===== src/adcs_consts.svh =====
// Constants of the conversion sequencer: offsets, fields, counts
`ifndef ADCS_CONSTS_SVH
`define ADCS_CONSTS_SVH
// ****************************************
// Register byte offsets
// ****************************************
`define ADCS_OFS_CTRL 8'h00
`define ADCS_OFS_STAT 8'h04
`define ADCS_OFS_RES0 8'h10
`define ADCS_OFS_BUF0 8'h20
`define ADCS_RES_MASK 8'hF3
// ****************************************
// Control fields
// ****************************************
`define ADCS_CTL_START 0
`define ADCS_CTL_CKS 1
`define ADCS_CTL_PWR 2
`define ADCS_CTL_BUF 3
`define ADCS_CTL_SIM 4
`define ADCS_CTL_TRG 5
`define ADCS_CTL_CONT 6
`define ADCS_CTL_CH_LO 8
`define ADCS_CTL_CH_HI 9
`define ADCS_CTL_RSVD 7
`define ADCS_CTL_RST 10'h000
// ****************************************
// Status fields
// ****************************************
`define ADCS_ST_BUSY 0
`define ADCS_ST_PWR 1
`define ADCS_ST_WARM 2
`define ADCS_ST_CH_LO 8
// ****************************************
// Timing
// ****************************************
`define ADCS_CLK_MHZ 25
`define ADCS_WARM_CYC 8'hC8
`define ADCS_CONV_FAST 8'h14
`define ADCS_CONV_SLOW 8'h28
`define ADCS_FIRST_CONV_NS 2900
`define ADCS_CONT_CONV_NS 1400
`define ADCS_FIRST_CONV_CYC ((`ADCS_FIRST_CONV_NS * `ADCS_CLK_MHZ + 999) / 1000)
`define ADCS_CONT_CONV_CYC ((`ADCS_CONT_CONV_NS * `ADCS_CLK_MHZ + 999) / 1000)
`endif


===== src/adcs_pkg.sv =====
// Types of the conversion sequencer
package adcs_pkg;
  typedef enum logic [1:0] {
    ADCS_IDLE = 2'h0,
    ADCS_WARM = 2'h1,
    ADCS_SAMP = 2'h3,
    ADCS_CONV = 2'h2
  } adcs_state_e;
  typedef logic [9:0] adcs_data_t;
  typedef logic [1:0] adcs_ch_t;
endpackage


===== src/adcs_core_if.sv =====
// Links between the sequencer core, its cycle timer and its result store
`timescale 1ns/1ps
interface adcs_core_if;
  logic tmr_load;
  logic [7:0] tmr_len;
  logic tmr_done;
  logic res_wr;
  logic res_buf_en;
  adcs_pkg::adcs_ch_t res_ch;
  adcs_pkg::adcs_data_t res_data;
  logic [2:0] rd_idx;
  adcs_pkg::adcs_data_t rd_data;
  modport ctl(output tmr_load, tmr_len, res_wr, res_buf_en, res_ch, res_data, rd_idx,
              input tmr_done, rd_data);
  modport tmr(input tmr_load, tmr_len, output tmr_done);
  modport res(input res_wr, res_buf_en, res_ch, res_data, rd_idx, output rd_data);
endinterface


===== src/adcs_timer.sv =====
// Down counter that times warm-up and conversion periods
`timescale 1ns/1ps
module adcs_timer (
  input wire logic clk,
  input wire logic sys_rst,
  adcs_core_if.tmr bus
);
  logic [7:0] cnt_q;
  logic [7:0] cnt_d;

  always_comb begin
    cnt_d = cnt_q;
    if (bus.tmr_load) begin
      cnt_d = bus.tmr_len;
    end else if (cnt_q != 8'h00) begin
      cnt_d = cnt_q - 8'h01;
    end
  end

  always_ff @(posedge clk) begin
    if (sys_rst) begin
      cnt_q <= 8'h00;
    end else begin
      cnt_q <= cnt_d;
    end
  end

  // Done in the last cycle of a period of tmr_len cycles
  assign bus.tmr_done = (cnt_q == 8'h01);
endmodule


===== src/adcs_results.sv =====
// Per-channel result and buffer registers
`timescale 1ns/1ps
module adcs_results (
  input wire logic clk,
  input wire logic sys_rst,
  adcs_core_if.res bus
);
  adcs_pkg::adcs_data_t res_q [4];
  adcs_pkg::adcs_data_t res_d [4];
  adcs_pkg::adcs_data_t buf_q [4];
  adcs_pkg::adcs_data_t buf_d [4];

  always_comb begin
    res_d = res_q;
    buf_d = buf_q;
    if (bus.res_wr) begin
      // Old value moves to the buffer in the same cycle as the new one lands
      if (bus.res_buf_en) begin
        buf_d[bus.res_ch] = res_q[bus.res_ch];
      end
      res_d[bus.res_ch] = bus.res_data;
    end
  end

  always_ff @(posedge clk) begin
    if (sys_rst) begin
      for (int i = 0; i < 4; i++) begin
        res_q[i] <= 10'h000;
        buf_q[i] <= 10'h000;
      end
    end else begin
      res_q <= res_d;
      buf_q <= buf_d;
    end
  end

  assign bus.rd_data = bus.rd_idx[2] ? buf_q[bus.rd_idx[1:0]] : res_q[bus.rd_idx[1:0]];
endmodule


===== src/adcs_top.sv =====
// Conversion sequencer with APB register access
//
// Register access over APB and the address map were left to the implementer.
`timescale 1ns/1ps
`include "adcs_consts.svh"
module adcs_top (
  input wire logic clk,
  input wire logic sys_rst,
  input wire logic psel,
  input wire logic penable,
  input wire logic pwrite,
  input wire logic [7:0] paddr,
  input wire logic [31:0] pwdata,
  output logic [31:0] prdata,
  output logic pready,
  output logic pslverr,
  input wire logic multifunction_timer_trigger,
  input wire logic [9:0] adc_data,
  output logic analog_power,
  output logic sample_hold,
  output logic sample_pair,
  output logic [1:0] conv_ch
);
  // ****************************************
  // Declarations
  // ****************************************
  adcs_core_if core ();
  adcs_pkg::adcs_state_e state_q;
  adcs_pkg::adcs_state_e state_d;
  logic [9:0] ctrl_q;
  logic [9:0] ctrl_d;
  logic [9:0] ctrl_new;
  logic power_q;
  logic power_d;
  logic first_q;
  logic first_d;
  logic second_q;
  logic second_d;
  logic hold_q;
  logic hold_d;
  logic pair_q;
  logic pair_d;
  adcs_pkg::adcs_ch_t ch_q;
  adcs_pkg::adcs_ch_t ch_d;
  logic [31:0] prdata_q;
  logic [31:0] prdata_d;
  logic pready_q;
  logic pready_d;
  logic pslverr_q;
  logic pslverr_d;
  logic acc_wait;
  logic acc_done;
  logic wr_ctrl;
  logic start_set;
  logic finish;

  // ****************************************
  // Helpers
  // ****************************************
  // Length of one conversion
  function automatic logic [7:0] conv_len(input logic first, input logic clock_select_bit);
    logic [7:0] len;
    len = clock_select_bit ? `ADCS_CONV_SLOW : `ADCS_CONV_FAST;
    // First step after a start kept at or above the single-conversion minimum time
    if (first && len < 8'(`ADCS_FIRST_CONV_CYC)) begin
      len = 8'(`ADCS_FIRST_CONV_CYC);
    end
    return len;
  endfunction

  function automatic logic is_result(input logic [7:0] addr);
    return ((addr & `ADCS_RES_MASK) == `ADCS_OFS_RES0)
        || ((addr & `ADCS_RES_MASK) == `ADCS_OFS_BUF0);
  endfunction

  function automatic logic is_mapped(input logic [7:0] addr);
    return addr == `ADCS_OFS_CTRL || addr == `ADCS_OFS_STAT || is_result(addr);
  endfunction

  // Channel field of a control word
  function automatic adcs_pkg::adcs_ch_t ctl_ch(input logic [9:0] c);
    return c[`ADCS_CTL_CH_HI:`ADCS_CTL_CH_LO];
  endfunction

  // Partner channel of a pair, wrapping from the last to the first
  function automatic adcs_pkg::adcs_ch_t pair_ch(input adcs_pkg::adcs_ch_t ch);
    return ch + 2'h1;
  endfunction

  // Status word as software sees it
  function automatic logic [31:0] stat_word(input adcs_pkg::adcs_state_e st, input logic power_mode_bit,
                                            input adcs_pkg::adcs_ch_t ch);
    logic [31:0] w;
    w = 32'h0000_0000;
    w[`ADCS_ST_BUSY] = st != adcs_pkg::ADCS_IDLE;
    w[`ADCS_ST_PWR] = power_mode_bit;
    w[`ADCS_ST_WARM] = st == adcs_pkg::ADCS_WARM;
    w[`ADCS_ST_CH_LO +: 2] = ch;
    return w;
  endfunction

  // ****************************************
  // Submodules
  // ****************************************
  adcs_timer u_timer (
    .clk(clk),
    .sys_rst(sys_rst),
    .bus(core.tmr)
  );

  adcs_results u_results (
    .clk(clk),
    .sys_rst(sys_rst),
    .bus(core.res)
  );

  // ****************************************
  // APB slave
  // ****************************************
  // One wait state: data is fetched while pready is low, so reads see stable flops
  assign acc_wait = psel && penable && !pready_q;
  assign acc_done = psel && penable && pready_q;
  assign wr_ctrl = acc_done && pwrite && paddr == `ADCS_OFS_CTRL;
  assign core.rd_idx = {paddr[5], paddr[3:2]};

  always_comb begin
    pready_d = acc_wait;
    pslverr_d = acc_wait && !is_mapped(paddr);
    prdata_d = prdata_q;
    if (acc_wait) begin
      prdata_d = 32'h0000_0000;
      if (!pwrite) begin
        if (paddr == `ADCS_OFS_CTRL) begin
          prdata_d[9:0] = ctrl_q;
        end else if (paddr == `ADCS_OFS_STAT) begin
          prdata_d = stat_word(state_q, power_q, ch_q);
        end else if (is_result(paddr)) begin
          prdata_d[9:0] = core.rd_data;
        end
      end
    end
  end

  always_ff @(posedge clk) begin
    if (sys_rst) begin
      prdata_q <= 32'h0000_0000;
      pready_q <= 1'b0;
      pslverr_q <= 1'b0;
    end else begin
      prdata_q <= prdata_d;
      pready_q <= pready_d;
      pslverr_q <= pslverr_d;
    end
  end

  // ****************************************
  // Sequencer
  // ****************************************
  // Control as it stands after a write this cycle, so one write sets mode and start
  assign ctrl_new = wr_ctrl ? pwdata[9:0] : ctrl_q;

  // Either source may be picked; the other one is ignored
  assign start_set = ctrl_new[`ADCS_CTL_TRG] ? multifunction_timer_trigger
                   : (wr_ctrl && pwdata[`ADCS_CTL_START]);

  always_comb begin
    state_d = state_q;
    power_d = power_q || ctrl_q[`ADCS_CTL_PWR];
    first_d = first_q;
    second_d = second_q;
    ch_d = ch_q;
    hold_d = 1'b0;
    pair_d = 1'b0;
    finish = 1'b0;
    core.tmr_load = 1'b0;
    core.tmr_len = conv_len(first_q, ctrl_q[`ADCS_CTL_CKS]);
    core.res_wr = 1'b0;
    core.res_buf_en = ctrl_q[`ADCS_CTL_BUF];
    core.res_ch = ch_q;
    core.res_data = adc_data;
    unique case (state_q)
      adcs_pkg::ADCS_IDLE: begin
        // Stale control would start with the old mode and channel
        if (start_set) begin
          first_d = 1'b1;
          second_d = 1'b0;
          ch_d = ctl_ch(ctrl_new);
          power_d = 1'b1;
          if (!ctrl_new[`ADCS_CTL_PWR]) begin
            core.tmr_load = 1'b1;
            core.tmr_len = `ADCS_WARM_CYC;
            state_d = adcs_pkg::ADCS_WARM;
          end else begin
            hold_d = 1'b1;
            pair_d = ctrl_new[`ADCS_CTL_SIM];
            state_d = adcs_pkg::ADCS_SAMP;
          end
        end
      end
      adcs_pkg::ADCS_WARM: begin
        if (core.tmr_done) begin
          hold_d = 1'b1;
          pair_d = ctrl_q[`ADCS_CTL_SIM];
          state_d = adcs_pkg::ADCS_SAMP;
        end
      end
      adcs_pkg::ADCS_SAMP: begin
        core.tmr_load = 1'b1;
        state_d = adcs_pkg::ADCS_CONV;
      end
      adcs_pkg::ADCS_CONV: begin
        if (core.tmr_done) begin
          core.res_wr = 1'b1;
          first_d = 1'b0;
          if (ctrl_q[`ADCS_CTL_SIM] && !second_q) begin
            // Second held input converts without a new sample
            second_d = 1'b1;
            ch_d = pair_ch(ch_q);
            core.tmr_load = 1'b1;
            core.tmr_len = conv_len(1'b0, ctrl_q[`ADCS_CTL_CKS]);
          end else if (ctrl_q[`ADCS_CTL_CONT] && ctrl_q[`ADCS_CTL_START]) begin
            // Next round goes straight to sampling, no warm-up
            second_d = 1'b0;
            ch_d = ctl_ch(ctrl_q);
            hold_d = 1'b1;
            pair_d = ctrl_q[`ADCS_CTL_SIM];
            state_d = adcs_pkg::ADCS_SAMP;
          end else begin
            finish = 1'b1;
            power_d = ctrl_q[`ADCS_CTL_PWR];
            state_d = adcs_pkg::ADCS_IDLE;
          end
        end
      end
      default: begin
        state_d = adcs_pkg::ADCS_IDLE;
      end
    endcase
  end

  // Control bits; a new start beats the end-of-conversion clear
  always_comb begin
    ctrl_d = ctrl_q;
    if (wr_ctrl) begin
      ctrl_d = pwdata[9:0];
      // Reserved bit always reads 0
      ctrl_d[`ADCS_CTL_RSVD] = 1'b0;
      ctrl_d[`ADCS_CTL_START] = ctrl_q[`ADCS_CTL_START] && pwdata[`ADCS_CTL_START];
    end
    if (finish) begin
      ctrl_d[`ADCS_CTL_START] = 1'b0;
    end
    if (start_set) begin
      ctrl_d[`ADCS_CTL_START] = 1'b1;
    end
  end

  always_ff @(posedge clk) begin
    if (sys_rst) begin
      state_q <= adcs_pkg::ADCS_IDLE;
      ctrl_q <= `ADCS_CTL_RST;
      power_q <= 1'b0;
      first_q <= 1'b0;
      second_q <= 1'b0;
      hold_q <= 1'b0;
      pair_q <= 1'b0;
      ch_q <= 2'h0;
    end else begin
      state_q <= state_d;
      ctrl_q <= ctrl_d;
      power_q <= power_d;
      first_q <= first_d;
      second_q <= second_d;
      hold_q <= hold_d;
      pair_q <= pair_d;
      ch_q <= ch_d;
    end
  end

  // ****************************************
  // Outputs
  // ****************************************
  assign prdata = prdata_q;
  assign pready = pready_q;
  assign pslverr = pslverr_q;
  assign analog_power = power_q;
  assign sample_hold = hold_q;
  assign sample_pair = pair_q;
  assign conv_ch = ch_q;
endmodule


===== config.mk =====
export PLATFORM = sky130hd
export DESIGN_NAME = adcs_top
export DESIGN_NICKNAME = d
export VERILOG_FILES = /design/src/adcs_pkg.sv /design/src/adcs_core_if.sv /design/src/adcs_timer.sv /design/src/adcs_results.sv /design/src/adcs_top.sv
export VERILOG_INCLUDE_DIRS = /design/src
export SDC_FILE = /design/constraint.sdc
export NUM_CORES = 1
export LEC_CHECK = 0
export BUFFER_PORTS_ARGS = -buffer_cell sky130_fd_sc_hd__clkbuf_2
export CELL_PAD_IN_SITES_DETAIL_PLACEMENT = 1
export CELL_PAD_IN_SITES_GLOBAL_PLACEMENT = 2
export CORE_MARGIN = 10
export CORE_UTILIZATION = 35
export CTS_BUF_LIST = sky130_fd_sc_hd__clkbuf_2
export CTS_CLUSTER_DIAMETER = 80
export DETAILED_ROUTE_END_ITERATION = 10
export HOLD_SLACK_MARGIN = 0.12
export PLACE_DENSITY = 0.84
export SYNTH_ARGS = -nofsm -noshare
export SYNTH_HDL_FRONTEND = slang
export SYNTH_HIERARCHICAL = 1
export SYNTH_SLANG_ARGS = --single-unit

===== constraint.sdc =====
create_clock -name clk -period 7.83 [get_ports clk]
set_clock_uncertainty 0.2 [all_clocks]
set_input_delay 0.3915 -clock clk [delete_from_list [all_inputs] [get_ports clk]]
set_output_delay 0.3915 -clock clk [all_outputs]
set_load 0.03 [all_outputs]

==> results of run 1 <==
## worst max-delay path by stage
| stage | endpoint | slack, ns | cells after the start |
|---|---|---|---|
| final | u_results/res_q[36]$_SDFFE_PP0P_ | 4.36 | 9 |
| after global routing | u_results/buf_q[27]$_SDFFE_PP0P_ | 4.21 | 8 |
| after CTS | u_results/buf_q[29]$_SDFFE_PP0P_ | 4.39 | 8 |
| after detailed placement | u_timer/cnt_q[4]$_SDFFE_PP0P_ | 4.10 | 9 |
| after global placement | u_timer/cnt_q[4]$_SDFFE_PP0P_ | 4.09 | 9 |
| after floorplan | u_timer/cnt_q[3]$_SDFFE_PP0P_ | 4.75 | 10 |
## power by group
group | total, mW | internal (mW) | switching [mW]
clock | 0.371 | 0.115 | 0.256
sequential | 0.661 | 0.624 | 0.0368
combinational | 0.300 | 0.130 | 0.171
total | 1.33 | 0.868 | 0.464
## state kept, by name (all words and copies together), names as in the netlist
signal,count
analog_power,1
conv_ch,2
ctrl_q,9
first_q,1
prdata,10
pready,1
pslverr,1
sample_hold,1
sample_pair,1
second_q,1
state_q,2
u_results/buf_q,40
u_results/res_q,40
u_timer/cnt_q,8
## cell usage in the layout (no fill, tap or decap), types with 6 or more instances in the layout
cell,synthesis,final
sky130_fd_sc_hd__nand3_1,7,7
sky130_fd_sc_hd__dlygate4sd3_1,0,39
sky130_fd_sc_hd__nor2_1,103,103
sky130_fd_sc_hd__o21ai_0,14,14
sky130_fd_sc_hd__ha_1,7,7
sky130_fd_sc_hd__dfxtp_1,118,118
sky130_fd_sc_hd__buf_4,26,6
sky130_fd_sc_hd__a21oi_1,25,25
sky130_fd_sc_hd__mux2_2,11,11
sky130_fd_sc_hd__a22oi_1,10,10
sky130_fd_sc_hd__inv_1,13,13
sky130_fd_sc_hd__mux2i_1,59,59
sky130_fd_sc_hd__mux4_1,11,11
sky130_fd_sc_hd__conb_1,1,23
sky130_fd_sc_hd__o2bb2ai_1,6,6
sky130_fd_sc_hd__nand2_1,50,50
sky130_fd_sc_hd__a211oi_1,43,43
sky130_fd_sc_hd__clkbuf_2,1,65
sky130_fd_sc_hd__mux4_2,9,9
## final cells by class
type,count,area [um2]
fillers,1940,9870
repair buffers,93,676
inverters,14,52.6
flip-flops and latches,118,2360
clock buffers,17,85.1
multi-input cells,453,3300
well taps,220,275
clock inverters,15,133
## per-layer routing
metal  GRT usage (%)  vias to the layer above  routed length [um]
li1                -                     2358                   -
met1            18.9                     2434                7840
met2            25.6                       89                8570
met3            3.37                       17                 626
met4            4.19                        0                 185
met5               0                        -                   0
## worst max-delay path, delay by kind of cell, from the launching register on
| family | cells | cell delay (ns) |
|---|---|---|
| flops | 1 | 0.37 |
| buf+inv | 3 | 0.78 |
| mux | 1 | 0.23 |
| simple gates | 5 | 1.76 |
## cells by family (layout without fill, tap and decap cells)
group | after synthesis | in the layout | share of synthesized area (%)
and+or+nand+nor | 203 | 203 | 16.2
AOI/OAI and AO/OA | 121 | 121 | 14.2
DFF | 118 | 118 | 39.2
muxes | 92 | 92 | 20.4
buffers and inverters | 78 | 139 | 7.49
adders and majority gates | 7 | 7 | 1.45
xor gates and xnor gates | 7 | 7 | 1.02
other | 1 | 23 | 0.0622
## timing repair
action	4_1_cts	5_1_grt
hold buffers	39	0
hold endpoints to repair	68	0
resized for setup	0	0
## cell usage after synthesis (9+ instances only)
cell	instances	area share, %
sky130_fd_sc_hd__nand2_1	50	3.1
sky130_fd_sc_hd__a211oi_1	43	5.4
sky130_fd_sc_hd__dfxtp_1	118	39
sky130_fd_sc_hd__clkbuf_1	18	1.1
sky130_fd_sc_hd__nor2_1	103	6.4
sky130_fd_sc_hd__mux4_2	9	3.4
sky130_fd_sc_hd__buf_2	10	0.83
sky130_fd_sc_hd__a22oi_1	10	1.2
sky130_fd_sc_hd__buf_4	26	3.2
sky130_fd_sc_hd__mux2i_1	59	9.8
sky130_fd_sc_hd__mux4_1	11	4.8
sky130_fd_sc_hd__inv_1	13	0.81
sky130_fd_sc_hd__mux2_2	11	2.1
sky130_fd_sc_hd__a21oi_1	25	2.1
sky130_fd_sc_hd__o21ai_0	14	1.2
==> impl_metrics.json, run 1 <==
{
  "result_of_the_run": "finished, final reports clean",
  "max_freq_ghz": 0.288,
  "min-delay-path-class": "input port to flop",
  "die-height_um": 151,
  "worst-endpoint-required_ns": 8.20,
  "yosys_warnings": 6,
  "drt-initial-drc-count": 188,
  "timing.critical_path.to_type": "flop",
  "finalHoldViolCount": 0,
  "total_power_consumption_mw": 1.33,
  "instance_count_along_the_most_critical_hold_path": 6,
  "antenna_violations_before_repair": 0,
  "drt-total-wl_um": 17200,
  "clk_latency_ns": 0.70,
  "nets": 760,
  "grt_pass1_vias": 5133,
  "timing.final.crit_share_pct": 44.3,
  "globalRouteTotalUtil_pct": 15.1,
  "synth.cell_area_um2": 6030,
  "finalCriticalPeriod_ns": 3.47,
  "yosys_register_bits": 118,
  "max_slew_headroom_at_the_worst_pin_pct": 33.1,
  "worstRegToRegCells": 9,
  "cp-start-kind": "flop",
  "largest_net_degree_at_the_start_of_global_routing": 95,
  "critical_path.cell_chain": "or4_4 > nor4b_1 > buf_4 > nand2_1 > inv_1 > nor3b_2 > buf_4 > mux2i_1 > nor2_1",
  "worst_hold_margin_ns": 0.185,
  "final_cell_count_no_fill": 930,
  "dp_hpwl_um": 11700,
  "path_max_fanout": 10,
  "detail_route.vias_per_cell": 5.27,
  "fp.dieArea_um2": 22900,
  "worst_slew_pin_slew_ns": 1.00,
  "dp_worst_setup_slack_ns": 4.10,
  "h-tree-depth": 4,
  "floorplan.io_pins": 95,
  "min-delay-start": "paddr[0]",
  "max_cap_violations": 0,
  "wl_per_cell_um": 18.5,
  "area.growth.synth_to_final_pct": 14.2,
  "ys_seq_area_share_pct": 39.2,
  "io_buffers": 49,
  "setup-tns-final_ns": 0,
  "longest_individual_stage_delay_on_the_worst_path_ns": 0.64,
  "timing_max_transition_violations_final": 0,
  "r2r-start": "u_timer/cnt_q[4]$_SDFFE_PP0P_",
  "final_area_um2": 6890,
  "drtPass1Iterations": 6,
  "routed-via-count": 4898,
  "route.antenna.remaining_nets": 0,
  "critical_path.reg2reg.endpoint": "u_results/res_q[36]$_SDFFE_PP0P_",
  "setup.reg_to_reg.worst_slack_ns": 4.36,
  "remaining_drc_errors": 0,
  "number_of_distinct_library_cell_variants_in_the_gate_level_netlist_after_synthesis": 62,
  "tritoncts": "done",
  "syn_avg_cell_area_um2": 9.62,
  "antenna-diode-count": 0,
  "utilization_pct": 41.1,
  "cells_after_dpl": 859,
  "grt_remaining_overflow": 0,
  "peakVddDrop_mv": 0.120,
  "floorplan.initialDensity_pct": 36.0,
  "placement.cell_area_um2": 6280,
  "endpoints_failing_setup": 0,
  "cell_occurring_most_often_along_the_worst_timing_path": "sky130_fd_sc_hd__buf_4",
  "dominant_register_cell_in_the_synthesized_netlist": "sky130_fd_sc_hd__dfxtp_1",
  "core_region_area_um2": 16800,
  "cts_post_setup_buffers_inserted": 0,
  "power.leakage_nw": 2.65,
  "critical_path_arrival_ns": 3.84,
  "rsz_0062_raised_after_global_routing": "false",
  "setup.worst_path.start": "u_timer/cnt_q[4]$_SDFFE_PP0P_",
  "crit_slowest_cell": "sky130_fd_sc_hd__nor3b_2",
  "clkTransAtPathRegs_ns": 0.20,
  "synth_edf_count": 0,
  "end_point_of_the_most_critical_hold_path": "ctrl_q[0]$_SDFFE_PP0P_",
  "syn-instance-count": 627,
  "clockRootBuffer": "sky130_fd_sc_hd__clkbuf_2",
  "criticalPathCategory": "flop to flop",
  "ctsLongestPathBuffers": 2,
  "die_width_um": 151,
  "global_route_wire_length_before_repair_um": 27200,
  "fp-row-count": 47,
  "drive_above_1_share_pct": 17.3,
  "clock-sinks": 118,
  "ratio_of_total_power_to_cell_area_nw_per_um2": 193,
  "synthArstFlopShare_pct": 0,
  "cts-buffers-inserted": 17,
  "fin_ws_ns": 4.36,
  "gp_congestion": 0.784
}
No activity file was read; power rests on OpenSTA's default activity.
==> run 2: changes to the inputs <==
--- a/config.mk
+++ b/config.mk
@@ -6,11 +6,12 @@
 export SDC_FILE = /design/constraint.sdc
 export NUM_CORES = 1
 export LEC_CHECK = 0
+export ABC_AREA = 1
 export BUFFER_PORTS_ARGS = -buffer_cell sky130_fd_sc_hd__clkbuf_2
 export CELL_PAD_IN_SITES_DETAIL_PLACEMENT = 1
 export CELL_PAD_IN_SITES_GLOBAL_PLACEMENT = 2
 export CORE_MARGIN = 10
-export CORE_UTILIZATION = 35
+export CORE_UTILIZATION = 29
 export CTS_BUF_LIST = sky130_fd_sc_hd__clkbuf_2
 export CTS_CLUSTER_DIAMETER = 80
 export DETAILED_ROUTE_END_ITERATION = 10
==> constraint.sdc (replaced) <==
create_clock -name clk -period 3 [get_ports clk]
set_clock_uncertainty 0.2 [all_clocks]
set_input_delay 0.15 -clock clk [delete_from_list [all_inputs] [get_ports clk]]
set_output_delay 0.15 -clock clk [all_outputs]
set_load 0.03 [all_outputs]
==> run 2 against run 1 <==
Critical path depth increased by 1. Setup slack worse by 4.3 ns. Count of clock-buffer cells in the layout did not move. Combinational power grew to 4.3 times the previous value. Via count is 54% higher. Final cell count increased by 69%. Synthesized area rose by 13%. Core utilization is 4.5 points lower. Critical path type is now input port to flop. Sequential share of layout area down 6.5 points. Largest power group unchanged. Flip-flop and latch count unchanged.
==> impl_metrics.json, run 2 <==
{
  "power.net_switching_mw": 1.67,
  "final_cell_mix": "sky130_fd_sc_hd__nand2_1, sky130_fd_sc_hd__inv_1, sky130_fd_sc_hd__nand3_1",
  "endpoints_failing_setup": 0,
  "antenna_violations_before_repair": 2,
  "clock-sinks": 118,
  "synth.cell_area_um2": 6810,
  "dominant_register_cell_in_the_synthesized_netlist": "sky130_fd_sc_hd__dfxtp_1",
  "dp_hpwl_um": 17000,
  "grt_pass1_vias": 7870,
  "fin_ws_ns": 0.0251,
  "number_of_distinct_library_cell_variants_in_the_gate_level_netlist_after_synthesis": 39,
  "io_buffers": 49,
  "peakVddDrop_mv": 0.224,
  "timing.final.crit_share_pct": 99.2,
  "cts-buffers-inserted": 17,
  "remaining_drc_errors": 0,
  "synthArstFlopShare_pct": 0,
  "floorplan.initialDensity_pct": 29.3,
  "largest_net_degree_at_the_start_of_global_routing": 86,
  "syn_avg_cell_area_um2": 6.15,
  "seq_power_share_pct": 40.0,
  "die_width_um": 173,
  "timing_max_transition_violations_final": 0,
  "area.growth.synth_to_final_pct": 24.9,
  "critical_path_arrival_ns": 3.40,
  "internal_power_mw": 2.62,
  "min-delay-path-class": "input port to flop",
  "min-delay-start": "multifunction_timer_trigger",
  "ratio_of_total_power_to_cell_area_nw_per_um2": 503,
  "nets": 1299,
  "worst_hold_margin_ns": 0.231,
  "worst_slew_pin_slew_ns": 0.671,
  "synth.most_common_cell": "sky130_fd_sc_hd__nand2_1",
  "utilization_pct": 36.6,
  "drt-initial-drc-count": 527,
  "synth_largest_area_cell": "sky130_fd_sc_hd__dfxtp_1",
  "die-height_um": 173,
  "clockRootBuffer": "sky130_fd_sc_hd__clkbuf_2",
  "yosys_register_bits": 118,
  "max_freq_ghz": 0.336,
  "detail_route.vias_per_cell": 4.81,
  "fp-row-count": 56,
  "finalHoldViolCount": 0,
  "ys_top_cells_by_area": "sky130_fd_sc_hd__dfxtp_1, sky130_fd_sc_hd__nand2_1, sky130_fd_sc_hd__nand3_1",
  "drtPass1Iterations": 6,
  "wl_per_cell_um": 17.0,
  "tritoncts": "done",
  "fp.dieArea_um2": 30000,
  "rsz_0062_raised_after_global_routing": "false",
  "combinational_share_of_power_pct": 30.4,
  "gp_congestion": 0.852,
  "result_of_the_run": "finished, final reports clean",
  "h-tree-depth": 4,
  "timing.critical_path.to_type": "flop",
  "r2r-start": "u_results/buf_q[27]$_SDFFE_PP0P_",
  "ys_seq_area_share_pct": 34.7,
  "routed-via-count": 7557,
  "max_cap_violations": 0,
  "dp_worst_setup_slack_ns": 0.278,
  "finalCriticalPeriod_ns": 2.97,
  "core_region_area_um2": 23300,
  "synth_edf_count": 0,
  "drt-total-wl_um": 26700,
  "power.leakage_nw": 3.96,
  "floorplan.io_pins": 95,
  "globalRouteTotalUtil_pct": 17.5,
  "p_sw_share_pct": 38.9,
  "p_clk_share_pct": 29.6,
  "global_route_wire_length_before_repair_um": 42500,
  "synth_top_cells_by_count": "sky130_fd_sc_hd__nand2_1, sky130_fd_sc_hd__inv_1, sky130_fd_sc_hd__dfxtp_1, sky130_fd_sc_hd__nand3_1, sky130_fd_sc_hd__nor2_1",
  "layout.filler_cells": 3129,
  "clkTransAtPathRegs_ns": 0.21,
  "synth.top_cell.area_share_pct": 34.7,
  "grt_remaining_overflow": 0,
  "worst-endpoint-required_ns": 3.42,
  "clk_latency_ns": 0.72,
  "criticalPathCategory": "input port to flop",
  "setup-tns-final_ns": 0,
  "drive_above_1_share_pct": 11.8,
  "ctsLongestPathBuffers": 2,
  "syn-instance-count": 1108,
  "route.antenna.remaining_nets": 0,
  "cp-start-kind": "input port",
  "path_max_fanout": 15,
  "max_slew_headroom_at_the_worst_pin_pct": 55.1,
  "setup.worst_path.start": "penable",
  "final_common_cell": "sky130_fd_sc_hd__nand2_1",
  "yosys_warnings": 6
}
run 2: path summary, 6_finish.rpt:
kind	to	slack, ns	cells after the start
setup / recovery	ctrl_q[6]$_SDFFE_PP0P_	0.03	10
hold / removal	ctrl_q[0]$_SDFFE_PP0P_	0.23	6
setup reg to reg	prdata[7]$_SDFFE_PP0P_	0.12	11
hold reg to reg	prdata[1]$_SDFFE_PP0P_	0.29	2
run 2: power groups by stage:
stage	clock (mW)	combinational, mW	sequential [mW]
after floorplan	0	0.848	1.75
after global placement	0	1.18	1.74
after detailed placement	0	1.20	1.74
after CTS	1.31	1.28	1.71
after global routing	1.37	1.45	1.73
final	1.27	1.30	1.71
run 2: cell type report:
| cell class | count | area [um2] | area share, % |
|---|---|---|---|
| Antenna cell | 2 | 5.00 | 0.0588 |
| Clock buffer | 17 | 85.1 | 1.00 |
| Clock inverter | 15 | 204 | 2.40 |
| Inverter | 155 | 586 | 6.88 |
| Multi-Input combinational cell | 787 | 3590 | 42.2 |
| Sequential cell | 118 | 2360 | 27.8 |
| Tap cell | 319 | 399 | 4.69 |
| Timing Repair Buffer | 157 | 1270 | 15.0 |
run 2: metrics by stage:
stage                     cells  instance area [um2]  power (mW)
final                      1570                 8510        4.28
after global routing       1570                 8510        4.55
after CTS                  1569                 8490        4.30
after detailed placement   1455                 7380        2.94
after global placement     1455                 7380        2.92
after floorplan            1130                 6890        2.60
run 2: cell families after synthesis:
kind of cell,after synthesis,synth area share (%)
and+or+nand+nor,602,37.6
buffers and inverters,225,14.1
AOI/OAI and AO/OA,154,12.2
DFF,118,34.7
adders and majority gates,7,1.29
xor gates and xnor gates,1,0.129
other,1,0.0551
run 2: timing repair:
action | CTS | global route
resized for setup | 0 | 9
buffers inserted | 0 | 1
hold buffers | 82 | 0
endpoints found under the hold margin | 118 | 0
setup endpoints to repair | 0 | 26
run 2: layer usage:
metal / routed length, um / track usage, % / up-vias
met1: 11900 / 21.4 / 3603
met4: 805 / 6.83 / 0
met5: 0 / 0 / -
li1: - / - / 3683
met2: 12800 / 30.0 / 210
met3: 1130 / 3.05 / 61
run 2: worst max-delay path: stages:
cell and delay (ns):
sky130_fd_sc_hd__dlygate4sd3_1 0.54, sky130_fd_sc_hd__clkbuf_2 0.12, sky130_fd_sc_hd__nand2_1 0.04, sky130_fd_sc_hd__dlygate4sd3_1 0.58, sky130_fd_sc_hd__nor2_2 0.29, sky130_fd_sc_hd__nand2_4 0.20, sky130_fd_sc_hd__o21ai_0 0.23, sky130_fd_sc_hd__dlygate4sd3_1 0.60
sky130_fd_sc_hd__a21oi_1 0.05, sky130_fd_sc_hd__dlygate4sd3_1 0.58
==> run 3: changes to the inputs <==
--- a/config.mk
+++ b/config.mk
@@ -11,12 +11,11 @@
 export CELL_PAD_IN_SITES_DETAIL_PLACEMENT = 1
 export CELL_PAD_IN_SITES_GLOBAL_PLACEMENT = 2
 export CORE_MARGIN = 10
-export CORE_UTILIZATION = 29
-export CTS_BUF_LIST = sky130_fd_sc_hd__clkbuf_2
+export CORE_UTILIZATION = 28
 export CTS_CLUSTER_DIAMETER = 80
 export DETAILED_ROUTE_END_ITERATION = 10
 export HOLD_SLACK_MARGIN = 0.12
-export PLACE_DENSITY = 0.84
+export PLACE_DENSITY = 0.82
 export SYNTH_ARGS = -nofsm -noshare
 export SYNTH_HDL_FRONTEND = slang
 export SYNTH_HIERARCHICAL = 1
==> run 3 against run 2 <==
Setup slack gained 0.29 ns. Count of clock-buffer cells in the layout grew 1. Core utilization shrank 2.2 points. Critical path type unchanged.
==> impl_metrics.json, run 3 (synthesized netlist as in run 2, its figures left out) <==
{
  "drt-initial-drc-count": 347,
  "clockRootBuffer": "sky130_fd_sc_hd__clkbuf_16",
  "dp_worst_setup_slack_ns": 0.430,
  "largest_net_degree_at_the_start_of_global_routing": 45,
  "final_cell_mix": "sky130_fd_sc_hd__nand2_1, sky130_fd_sc_hd__inv_1, sky130_fd_sc_hd__dfxtp_1",
  "utilization_pct": 34.4,
  "critical_path_arrival_ns": 2.80,
  "routed-via-count": 7099,
  "clk_latency_ns": 0.42,
  "finalHoldViolCount": 0,
  "peakVddDrop_mv": 0.353,
  "criticalPathCategory": "input port to flop",
  "setup-tns-final_ns": 0,
  "placement.cell_area_um2": 7370,
  "path_max_fanout": 6,
  "result_of_the_run": "finished, final reports clean",
  "drive_above_1_share_pct": 11.6,
  "global_route_wire_length_before_repair_um": 39400,
  "die-height_um": 176,
  "max_slew_headroom_at_the_worst_pin_pct": 51.7,
  "worst-endpoint-required_ns": 3.12,
  "fp-row-count": 57,
  "io_buffers": 49,
  "floorplan.initialDensity_pct": 28.3,
  "tritoncts": "done",
  "route.antenna.remaining_nets": 0,
  "wl_per_cell_um": 15.7,
  "fp.dieArea_um2": 31000,
  "final_common_cell": "sky130_fd_sc_hd__nand2_1",
  "layout.filler_cells": 3239,
  "h-tree-depth": 4,
  "total_power_consumption_mw": 4.99,
  "dp_hpwl_um": 16900,
  "grt_pass1_vias": 7309,
  "rsz_0062_raised_after_global_routing": "false",
  "detail_route.vias_per_cell": 4.66,
  "floorplan.io_pins": 95,
  "power.leakage_nw": 3.86,
  "max_freq_ghz": 0.372,
  "antenna_violations_before_repair": 0,
  "finalCriticalPeriod_ns": 2.68,
  "antenna-diode-count": 0,
  "timing_max_transition_violations_final": 0,
  "ratio_of_total_power_to_cell_area_nw_per_um2": 602,
  "clock-sinks": 118,
  "endpoints_failing_setup": 0,
  "grt_remaining_overflow": 0,
  "drtPass1Iterations": 5,
  "ctsLongestPathBuffers": 2,
  "timing.final.crit_share_pct": 89.5,
  "cts-buffers-inserted": 17,
  "cp-start-kind": "input port",
  "core_region_area_um2": 24100,
  "gp_congestion": 0.795,
  "area.growth.synth_to_final_pct": 21.6,
  "min-delay-path-class": "input port to flop",
  "final_area_um2": 8280,
  "nets": 1249,
  "clkTransAtPathRegs_ns": 0.06,
  "remaining_drc_errors": 0,
  "cells_after_dpl": 1459,
  "drt-total-wl_um": 23900,
  "fin_ws_ns": 0.315,
  "final_cell_count_no_fill": 1523,
  "worst_slew_pin_slew_ns": 0.719,
  "timing.critical_path.to_type": "flop",
  "worst_hold_margin_ns": 0.189,
  "die_width_um": 176,
  "max_cap_violations": 0,
  "globalRouteTotalUtil_pct": 15.7
}
[run 3: cell count changes in the layout (fill, tap and decap cells not counted), moves of 2 or more]
cell | previous run | this run
sky130_fd_sc_hd__dfxtp_1 | 116 | 118
sky130_fd_sc_hd__bufinv_16 | 4 | 2
sky130_fd_sc_hd__dlygate4sd3_1 | 80 | 32
sky130_fd_sc_hd__nor2_1 | 91 | 93
sky130_fd_sc_hd__diode_2 | 2 | 0
sky130_fd_sc_hd__dfxtp_2 | 2 | 0
sky130_fd_sc_hd__clkinv_4 | 4 | 2
sky130_fd_sc_hd__clkinvlp_4 | 3 | 5
sky130_fd_sc_hd__clkbuf_2 | 65 | 48
sky130_fd_sc_hd__clkbuf_16 | 0 | 17
[run 3: power by group]
part           switching (mW)  leakage, nW  internal [mW]
logic                   0.815         2.64          0.378
registers              0.0750        0.953           1.65
clock network           0.822        0.275           1.25
[run 3: path summary, 6_finish.rpt]
| path | from | end | slack (ns) | cells after the start |
|---|---|---|---|---|
| worst max-delay path | paddr[1] | pslverr$_SDFF_PP0_ | 0.32 | 8 |
| worst min register to register | prdata[0]$_SDFFE_PP0P_ | prdata[0]$_SDFFE_PP0P_ | 0.27 | 2 |
| worst max register to register | pready$_SDFF_PP0_ | u_timer/cnt_q[0]$_SDFFE_PP0P_ | 0.44 | 15 |
| worst min-delay path | paddr[7] | prdata[8]$_SDFFE_PP0P_ | 0.19 | 8 |
[run 3: cell type report]
class / instances / area [um2] / area share (%)
timing repair buffer: 107 / 763 / 9.22
clock buffer: 18 / 439 / 5.30
sequential: 118 / 2360 / 28.5
multi-input combinational: 787 / 3570 / 43.2
inverter: 155 / 586 / 7.07
tap: 324 / 405 / 4.90
clock inverter: 14 / 151 / 1.83
[run 3: what timing repair did]
action / 4_1_cts / 5_1_grt
resized for setup: 0 / 0
hold endpoints to repair: 71 / 0
hold buffers: 32 / 0
buffers inserted: 0 / 0
[run 3: worst max-delay path, cell delays in order]
cell,delay [ns]
sky130_fd_sc_hd__dlygate4sd3_1,0.56
sky130_fd_sc_hd__clkbuf_2,0.12
sky130_fd_sc_hd__inv_1,0.04
sky130_fd_sc_hd__nand2_1,0.04
sky130_fd_sc_hd__dlygate4sd3_1,0.56
sky130_fd_sc_hd__nor4_2,0.62
sky130_fd_sc_hd__dlygate4sd3_1,0.67
sky130_fd_sc_hd__nor3_1,0.05
[run 3: metal layers]
layer | GRT usage [%] | part of all wire (%)
met2 | 27.1 | 49
met4 | 3.71 | 1.0
met3 | 2.86 | 3.0
met5 | 0 | 0
met1 | 19.9 | 47
